<file path="src/adc_consts.svh">
`ifndef ADC_CONSTS_SVH
`define ADC_CONSTS_SVH

`define CLK_PERIOD_NS 10
`define CONV_HS_NS 5000
`define CONV_AS_NS 10000
`define WAKE_NS 5000
`define CONV_HS_CYC (`CONV_HS_NS / `CLK_PERIOD_NS)
`define CONV_AS_CYC (`CONV_AS_NS / `CLK_PERIOD_NS)
`define WAKE_CYC (`WAKE_NS / `CLK_PERIOD_NS)
`define HOLD_NS 10
`define HOLD_CYC ((`HOLD_NS + `CLK_PERIOD_NS - 1) / `CLK_PERIOD_NS)
`define RES_BITS 14
`define FRAME_BITS 16
`define FRAME_LAST 5'h0010
`define LEAD_ZEROS 2'h0
`define MSB_FLIP 14'h2000

`endif

</file>
<file path="src/adc_pkg.sv">
package adc_pkg;
  typedef logic [13:0] result_t;
  typedef struct packed {
    logic data;
    logic enable;
  } serial_drive_t;
  typedef enum logic [3:0] {
    ST_IDLE  = 4'b0001,
    ST_CONV  = 4'b0010,
    ST_SLEEP = 4'b0100,
    ST_WAKE  = 4'b1000
  } conv_state_t;
endpackage

</file>
<file path="src/adc_control.sv">
// What this block does
// - New data bit on each shift-clock fall.
// - Frame is two zeros, fourteen result bits.
// - After sixteenth fall, hold, then release output.
// - Parameter picks two's complement or binary.
// - Busy rises on start fall, falls at end.
// - Start fall when idle holds sample, starts conversion.
// - Start still low at end: power down.
// - Rising start edge wakes from power down.
// - Conversion 5 us fast, 10 us sleeping.
// - Auto-sleep hold comes 5 us after rise.
`timescale 1ns/10ps
`include "adc_consts.svh"
module adc_control #(
  parameter bit BIPOLAR = 1'b1
) (
  // Clock and reset.
  input wire logic MCLK,
  input wire logic RST_B,
  // Conversion control.
  input wire logic CONVERSION_START_N,
  output logic BUSY,
  output logic HOLD,
  output logic POWER_DOWN,
  // Converter core.
  input wire adc_pkg::result_t SAMPLE,
  // Serial link.
  input wire logic SHIFT_CLK,
  output logic SERIAL_RESULT_OUT,
  output logic SERIAL_RESULT_OUT_EN
);
  import adc_pkg::*;

  logic [1:0] start_sync;
  logic start_prev;
  logic [1:0] sclk_sync;
  logic sclk_prev;
  logic start_fall;
  logic start_rise;
  logic sclk_fall;
  conv_state_t state;
  logic [10:0] timer;
  logic slept;
  logic load;
  result_t result;
  serial_drive_t drive;

  // Both pins are asynchronous to MCLK.
  always_ff @(posedge MCLK or negedge RST_B) begin
    if (!RST_B) begin
      start_sync <= 2'h3;
      start_prev <= 1'b1;
      sclk_sync <= 2'h0;
      sclk_prev <= 1'b0;
    end else begin
      start_sync <= {start_sync[0], CONVERSION_START_N};
      start_prev <= start_sync[1];
      sclk_sync <= {sclk_sync[0], SHIFT_CLK};
      sclk_prev <= sclk_sync[1];
    end
  end

  assign start_fall = start_prev && !start_sync[1];
  assign start_rise = !start_prev && start_sync[1];
  assign sclk_fall = sclk_prev && !sclk_sync[1];

  // A woken part times the whole cycle from the rising edge, so its
  // conversion totals the longer figure when the high pulse is short.
  always_ff @(posedge MCLK or negedge RST_B) begin
    if (!RST_B) begin
      state <= ST_IDLE;
      timer <= '0;
      slept <= 1'b0;
      load <= 1'b0;
    end else begin
      load <= 1'b0;
      unique case (state)
        ST_IDLE: begin
          if (start_fall) begin
            state <= ST_CONV;
            timer <= 11'(`CONV_HS_CYC);
            slept <= 1'b0;
          end
        end
        ST_CONV: begin
          if (timer == 11'h001) begin
            load <= 1'b1;
            state <= start_sync[1] ? ST_IDLE : ST_SLEEP;
          end
          timer <= timer - 11'h001;
        end
        ST_SLEEP: begin
          if (start_rise) begin
            state <= ST_WAKE;
            timer <= 11'(`WAKE_CYC);
            slept <= 1'b1;
          end
        end
        ST_WAKE: begin
          if (timer == 11'h001) begin
            state <= ST_CONV;
            timer <= 11'(`CONV_AS_CYC - `WAKE_CYC);
          end else begin
            timer <= timer - 11'h001;
          end
        end
      endcase
    end
  end

  // Hold is taken on the start fall, or on wake expiry when asleep.
  // A start fall while waking only raises busy; the sample is held
  // later, when the wake-up time has run out.
  always_ff @(posedge MCLK or negedge RST_B) begin
    if (!RST_B) begin
      BUSY <= 1'b0;
      HOLD <= 1'b0;
      POWER_DOWN <= 1'b0;
    end else begin
      if (state == ST_IDLE && start_fall) begin
        BUSY <= 1'b1;
        HOLD <= 1'b1;
      end else if (state == ST_WAKE) begin
        if (start_fall) begin
          BUSY <= 1'b1;
        end
        if (timer == 11'h001) begin
          HOLD <= 1'b1;
        end
      end else if (state == ST_CONV && timer == 11'h001) begin
        BUSY <= 1'b0;
        HOLD <= 1'b0;
      end
      POWER_DOWN <= (state == ST_SLEEP);
    end
  end

  always_ff @(posedge MCLK or negedge RST_B) begin
    if (!RST_B) begin
      result <= '0;
    end else if (state == ST_CONV && timer == 11'h001) begin
      result <= BIPOLAR ? SAMPLE : (SAMPLE ^ `MSB_FLIP);
    end
  end

  adc_shifter shifter (
    .clk(MCLK),
    .rst_n(RST_B),
    .load(load),
    .result(result),
    .shift_fall(sclk_fall),
    .drive(drive)
  );

  assign SERIAL_RESULT_OUT = drive.data;
  assign SERIAL_RESULT_OUT_EN = drive.enable;
endmodule

</file>
<file path="src/adc_shifter.sv">
`timescale 1ns/10ps
`include "adc_consts.svh"
module adc_shifter (
  // Clock and reset.
  input wire logic clk,
  input wire logic rst_n,
  // Frame control.
  input wire logic load,
  input wire adc_pkg::result_t result,
  input wire logic shift_fall,
  // Serial output drive.
  output adc_pkg::serial_drive_t drive
);
  import adc_pkg::*;

  logic [`FRAME_BITS-1:0] frame;
  logic [4:0] count;
  logic armed;
  logic active;
  logic [3:0] hold;

  // A frame only opens on a falling shift edge once a result is armed.
  always_ff @(posedge clk or negedge rst_n) begin
    if (!rst_n) begin
      frame <= '0;
      count <= '0;
      armed <= 1'b0;
      active <= 1'b0;
      hold <= '0;
      drive <= '0;
    end else begin
      if (load) begin
        frame <= {`LEAD_ZEROS, result};
        armed <= 1'b1;
      end else if (shift_fall && (armed || active)) begin
        drive.enable <= 1'b1;
        drive.data <= frame[`FRAME_BITS-1];
        frame <= {frame[`FRAME_BITS-2:0], 1'b0};
        count <= count + 5'h0001;
        armed <= 1'b0;
        active <= (count + 5'h0001) != `FRAME_LAST;
        if ((count + 5'h0001) == `FRAME_LAST) begin
          hold <= 4'(`HOLD_CYC);
        end
      end
      if (hold != '0) begin
        hold <= hold - 4'h1;
        if (hold == 4'h1) begin
          drive.enable <= 1'b0;
          count <= '0;
        end
      end
    end
  end
endmodule

</file>
<file path="config.mk">
export PLATFORM = sky130hd
export DESIGN_NAME = adc_control
export DESIGN_NICKNAME = d
export VERILOG_FILES = /design/src/adc_pkg.sv /design/src/adc_control.sv /design/src/adc_shifter.sv
export VERILOG_INCLUDE_DIRS = /design/src
export SDC_FILE = /design/constraint.sdc
export NUM_CORES = 1
export LEC_CHECK = 0
export ABC_AREA = 1
export BUFFER_PORTS_ARGS = -buffer_cell sky130_fd_sc_hd__buf_4
export CORE_MARGIN = 1.5
export CORE_UTILIZATION = 57
export DETAILED_ROUTE_END_ITERATION = 16
export PLACE_DENSITY = 0.76
export RECOVER_POWER = 25
export SLEW_MARGIN = 10
export SYNTH_ARGS = -nofsm -noshare
export SYNTH_HDL_FRONTEND = slang
export SYNTH_SLANG_ARGS = --single-unit
</file>
<file path="constraint.sdc">
create_clock -name MCLK -period 2.02 [get_ports MCLK]
set_clock_uncertainty 0.05 [all_clocks]
set_input_delay 0.606 -clock MCLK [delete_from_list [all_inputs] [get_ports MCLK]]
set_output_delay 0.606 -clock MCLK [all_outputs]
set_load 0.1 [all_outputs]
</file>
==> key figures, run 1 <==
Clocking
  • CTS resizes: 0
  • H-tree Lvls: 3
  • Hold bufs inserted after CTS: 0
  • Post-CTS Setup Inserts: 0
  • CTS Buf Count: 9
  • Max clock buf depth: 2
  • Clock transition at path regs: approximately 0.07 ns
  • Skew-Pair Late Insertion Delay: 0.34 ns
  • Clock sinks: between 60 and 70
  • Clk root buf: clkbuf_8
  • TritonCTS clock tree: yes

Yosys
  • Syn avg cell area: 8.72 µm²
  • Top-area cell type share of the netlist area: a little over half
  • Largest area contributor in the netlist: dfrtp_1
  • FFs w/ async S/R, synth: 100%
  • Syn_nets: 372
  • Post-synth EDFFs: 0
  • Synth warn: 0
  • Netlist cell types: 27
  • Synth cell count leaders: nand2_1, dfrtp_1, inv_1
  • Register area share after synthesis: 55.9%
  • Predominant post-synthesis flop cell: dfrtp_1
  • Yosys reg bits: about 70
  • Top-count cell post-synth: nand2_1
  • Main area contributors after synthesis: dfrtp_1, nand2_1, inv_1
  • Mapped Cells: 350
  • Post-Syn Area: 3050 µm²

Critical path
  • WP data required: 2.20 ns
  • CP arrival: 1.84 ns
  • Critical Path End Type: flip-flop
  • Crit Path Class: reg -> reg
  • Critical Path Fanout Max: 4
  • CP Launch Type: flip-flop

Route
  • Top sig layer: met4
  • Metal3 WL: 163 µm
  • Routed len/inst: 12.2 µm
  • DR pass1 iterations: 4
  • Routed length on met1: 2480 µm
  • Metal2 WL: 2860 µm
  • Vias per inst: 5.05
  • Routed WL: between 5000 and 6000 µm
  • DR vias: 2306
  • ANT nets after route: 0
  • Final routed DRC violation total: 0
  • First-iteration detailed-routing DRC count: 102

Power
  • Power per cell area: 725 nW/µm²
  • VDD IR max: 481 µV
  • Leak: 1.74 nW
  • Total power: about 0.0025 W

Global route
  • Initial antenna violation count: 0
  • GRT Resource Usage Total: 22.6%
  • Largest net degree at the start of global routing: 32
  • First-pass GRT wire length: a little over 10000 µm
  • Vias in the first global route: 2359
  • GRT overflow: 0

Floorplan
  • Total core area: 5140 µm²
  • Die X: 76.2 µm
  • Full die area: 5800 µm²
  • Die height: 76.2 µm
  • Initial Utilization: around three fifths
  • I/O pin count: 23
  • Cell Rows: 26

Cells and area
  • N_diodes: 0
  • Layout cell share with drive strength beyond 1: 15.2%
  • Final #Nets: 404
  • Area growth from synthesis to layout: 15.0%

Placement
  • Gpl congestion: 0.817
  • I/O Buffers: 22
  • Post-DP HPWL: 4060 µm
  • Pre-CTS WS: 0.394 ns

STA
  • Max Slew Vio Count: 0
  • Setup TNS: 0 ns
  • Final Setup Violations: 0
  • RSZ-0062 raised after global routing: false
  • Crit share post-route: 82.3%
  • Fmax: 601 MHz
  • Final min period: 1.66 ns
  • Worst Slack Setup Final: 0.357 ns
  • Worst Tran Pin Value: 1.09 ns
  • Slew HR: 27.3%
  • Final Hold Viols: 0

Worst hold path
  • Hold crit path type: reg -> reg

Run status
  • Status: completed

Flow run
  • Number of max-cap violations: 0
-- registers in the layout (all words and copies together) (netlist names) --
register and flops:
start_prev 1, load 1, start_sync 2, shifter.frame 16
shifter.count 5, shifter.active 1, HOLD 1, timer 11
sclk_sync 2, result 14, sclk_prev 1, shifter.drive 2
state 4, shifter.hold 4, POWER_DOWN 1, BUSY 1
shifter.armed 1
-- cell type report --
type                       instances  area [µm²]
sequential                        68        1710
fill                             430        1630
multi-input combinational        223        1100
timing repair buffer              28         219
inverter                          52         195
clock buffer                      12         155
tap                               70        87.6
clock inverter                     4        47.5
-- report_power, final --
group          switching (W)   total, W  internal [W]
sequential        0.00000336    0.00137       0.00137
clock               0.000478    0.00111      0.000633
combinational      0.0000337  0.0000597     0.0000260
total               0.000515    0.00254       0.00203
-- cells in the final DEF (no fill, tap or decap) --
cell	synthesis	layout
nand2_1	107	107
bufinv_16	0	1
nand4_1	6	6
o221ai_1	8	8
o21bai_1	1	1
o22ai_1	2	2
xor2_1	3	3
buf_4	0	24
clkbuf_8	0	11
clkinv_2	0	2
clkbuf_1	2	2
ha_1	4	4
dfstp_2	4	3
inv_1	50	50
inv_2	2	2
o21ai_1	2	2
o21ai_0	18	18
clkbuf_4	0	2
nand3_1	19	19
buf_12	0	1
nor2_1	24	24
o21a_1	3	3
clkinvlp_4	0	1
nor2_2	5	5
nor2_4	1	1
o211ai_1	5	5
a21oi_1	7	7
nand2_2	2	2
nand3_2	4	4
dfstp_1	0	1
xnor2_1	1	1
dfrtp_1	64	64
nor3b_1	1	1
-- final timing paths --
check	start	endpoint	slack, ns	cells after the start
max in group asynchronous	RST_B	state[0]$_DFFE_PN1P_	0.61	2
min reg2reg	start_sync[0]$_DFF_PN1_	start_sync[1]$_DFF_PN1_	0.31	0
min in group asynchronous	RST_B	shifter.frame[15]$_DFFE_PN0P_	0.40	1
min	start_sync[0]$_DFF_PN1_	start_sync[1]$_DFF_PN1_	0.31	0
max	timer[0]$_DFFE_PN0P_	timer[8]$_DFFE_PN0P_	0.36	9
max reg2reg	timer[0]$_DFFE_PN0P_	timer[8]$_DFFE_PN0P_	0.36	9
-- through the flow --
| stage | hold slack (ns) | util [%] | std cells | cell area, µm² |
|---|---|---|---|---|
| 2_1_floorplan | 0.260 | - | 350 | 3050 |
| 3_3_place_gp | 0.298 | 64.4 | 441 | 3310 |
| 3_5_place_dp | 0.301 | 64.4 | 441 | 3310 |
| 4_1_cts | 0.0742 | 68.3 | 457 | 3510 |
| 5_1_grt | 0.297 | 68.3 | 457 | 3510 |
| 6_report | 0.315 | 68.3 | 457 | 3510 |
-- worst max-delay path, stage by stage, from the launching register on --
cell and delay, ns:
dfrtp_1 0.41, inv_1 0.13, ha_1 0.22, nand2_1 0.09
nor2_1 0.14, inv_1 0.07, nor2_1 0.22, nand3_1 0.11
nand2_1 0.08, nand2_1 0.04
-- cell families (layout without fill, tap and decap cells) --
family | count (synthesis) | in the layout | synth area share, %
and+or+nand+nor | 169 | 169 | 23.8
AOI/OAI and AO/OA | 46 | 46 | 9.35
buffers and inverters | 59 | 96 | 8.08
xor gates and xnor gates | 4 | 4 | 1.15
DFF | 68 | 68 | 55.9
adders and majority gates | 4 | 4 | 1.64
-- routing by layer --
layer,GRT usage (%),up-vias
met5,0,-
met3,5.87,13
li1,-,1180
met1,25.7,1084
met4,10.4,0
met2,40.0,29
Note: power is estimated with default switching activity, not from simulation.
==> inputs of run 2 (changes only) <==
Clock period 2.02 ns to 1.69 ns, I/O delays scaled along.
==> key figures, run 2 (same netlist as run 1, synthesis figures left out) <==
STA
  • Final Setup Violations: 0 (unchanged)
  • Hold slack: 0.219 ns (was 0.315 ns)
  • Final min period: between 1.5 and 2 ns
  • Slew HR: 65.0% (was 27.3%)
  • Fmax: around 640 MHz
  • Final Hold Viols: 0 (unchanged)
  • Worst Slack Setup Final: 0.138 ns (was 0.357 ns)
  • Max Slew Vio Count: 0 (unchanged)
  • Worst Tran Pin Value: 0.524 ns (was 1.09 ns)
  • Crit share post-route: just over 90%

Cells and area
  • Fill cells: 404 (was 430)
  • Layout cell share with drive strength beyond 1: 17.3% (was 15.2%)
  • Area growth from synthesis to layout: 17.2% (was 15.0%)
  • Final #Nets: 409 (was 404)
  • N_diodes: 0 (unchanged)
  • Most flop-heavy register: shifter.frame (unchanged)
  • Leading cell type in the layout, fill and taps excluded: nand2_1 (unchanged)
  • Biggest regs: shifter.frame: 16 flops, result: 14 flops, timer: 11 flops (unchanged)
  • Most frequent cells in the layout: nand2_1, dfrtp_1, inv_1 (unchanged)
  • Max reg flops: 16 (unchanged)

Route
  • DR pass1 iterations: 4 (unchanged)
  • Routed len/inst: 12.9 µm (was 12.2 µm)
  • First-iteration detailed-routing DRC count: 142 (was 102)
  • Vias per inst: 5.18 (was 5.05)
  • ANT nets after route: 0 (unchanged)
  • Routed WL: 5940 µm (was 5590 µm)
  • Final routed DRC violation total: 0 (unchanged)
  • DR vias: 2391 (was 2306)

Critical path
  • Slowest stage cell, crit path: dfrtp_1 (unchanged)
  • WP data required: 1.13 ns (was 2.20 ns)
  • Max incr delay on CP: 0.36 ns (was 0.41 ns)
  • Kind of cell adding the most delay to the critical path: flip-flops (was simple AND/OR/NAND/NOR gates)
  • Critical Path Fanout Max: 2 (was 4)
  • Worst Path Buf+Inv: 1 (was 2)
  • Crit path cell chain: buf_4 (was inv_1 > ha_1 > nand2_1 > nor2_1 > inv_1 > nor2_1 > nand3_1 > nand2_1 > nand2_1)
  • Crit Path Class: reg -> out (was reg -> reg)
  • Critical Path End Type: output pin (was flip-flop)
  • R2R Setup Slk: 0.17 ns (was 0.36 ns)
  • CP Launch Type: flip-flop (unchanged)
  • CP arrival: 0.99 ns (was 1.84 ns)

Floorplan
  • I/O pin count: 23 (unchanged)
  • Total core area: 5140 µm² (unchanged)
  • Cell Rows: 26 (unchanged)
  • Full die area: 5800 µm² (unchanged)
  • Die height: 76.2 µm (unchanged)
  • Initial Utilization: 59.3% (unchanged)
  • Die X: 76.2 µm (unchanged)

Placement
  • Pre-CTS WS: 0.0514 ns (was 0.394 ns)
  • I/O Buffers: 22 (unchanged)
  • Gpl congestion: 0.868 (was 0.817)
  • Post-DP HPWL: 4220 µm (was 4060 µm)

Clocking
  • H-tree Lvls: 3 (unchanged)
  • Skew-Pair Late Insertion Delay: 0.34 ns (about the same)
  • CTS Buf Count: 9 (unchanged)
  • Clk root buf: clkbuf_8 (unchanged)
  • Max clock buf depth: 2 (unchanged)
  • TritonCTS clock tree: yes (unchanged)
  • Clock sinks: 68 (unchanged)
  • Clock transition at path regs: 0.07 ns (about the same)
  • Post-CTS Setup Inserts: 0 (unchanged)

Power
  • Leak: 1.77 nW (was 1.74 nW)
  • Total power: 0.00308 W (was 0.00254 W)
  • VDD IR max: 569 µV (was 481 µV)
  • Power per cell area: 861 nW/µm² (was 725 nW/µm²)

Global route
  • Vias in the first global route: 2341 (was 2359)
  • Initial antenna violation count: 0 (unchanged)
  • GRT overflow: 0 (unchanged)
  • First-pass GRT wire length: 10300 µm (unchanged)
  • GRT Resource Usage Total: 22.2% (was 22.6%)
  • Largest net degree at the start of global routing: 39 (was 32)

Worst hold path
  • Hold crit path type: in -> reg (was reg -> reg)

Run status
  • Status: completed (unchanged)

Flow run
  • Number of max-cap violations: 0 (unchanged)
==> run 2: metrics by stage <==
stage | std cells | instance area [µm²] | TNS (ns) | util, %
final | 462 | 3570 | 0 | 69.5
after global routing | 462 | 3570 | -0.00238 | 69.5
after CTS | 462 | 3560 | 0 | 69.4
after detailed placement | 445 | 3350 | 0 | 65.2
after global placement | 445 | 3350 | 0 | 65.2
after floorplan | 350 | 3050 | 0 | -
==> run 2: timing repair <==
action,CTS,global route
endpoints found under the setup margin,0,4
gates resized for setup,0,5
hold buffers,1,0
hold endpoints to repair,17,0
==> run 2: worst paths after layout <==
path | to | depth (start not counted) | startpoint
setup / recovery | HOLD | 1 | HOLD$_DFFE_PN0P_
hold / removal | start_sync[0]$_DFF_PN1_ | 1 | CONVERSION_START_N
setup reg to reg | timer[9]$_DFFE_PN0P_ | 9 | timer[1]$_DFFE_PN0P_
hold reg to reg | start_sync[1]$_DFF_PN1_ | 0 | start_sync[0]$_DFF_PN1_
max in group asynchronous | start_prev$_DFF_PN1_ | 3 | RST_B
min in group asynchronous | shifter.count[3]$_DFF_PN0_ | 2 | RST_B
==> run 2: layer usage <==
layer,routed length (µm),global-route usage [%],vias up
met4,119,11.3,0
met3,130,3.59,12
met5,0,0,-
met2,3090,37.7,29
met1,2600,27.4,1156
li1,-,-,1194
==> run 2: power by group <==
group | leakage, nW | internal, W | switching (W)
combinational | 0.832 | 0.0000329 | 0.0000419
clock | 0.102 | 0.000758 | 0.000603
sequential | 0.831 | 0.00164 | 0.00000421
total | 1.77 | 0.00243 | 0.000649
==> run 2: final cells by class <==
| type | instances | area (µm²) | share of cell area, % |
|---|---|---|---|
| timing repair buffer | 33 | 273 | 7.63 |
| tap | 70 | 87.6 | 2.45 |
| sequential | 68 | 1710 | 47.7 |
| multi-input combinational | 223 | 1110 | 31.0 |
| inverter | 52 | 195 | 5.46 |
| clock inverter | 4 | 47.5 | 1.33 |
| clock buffer | 12 | 155 | 4.34 |
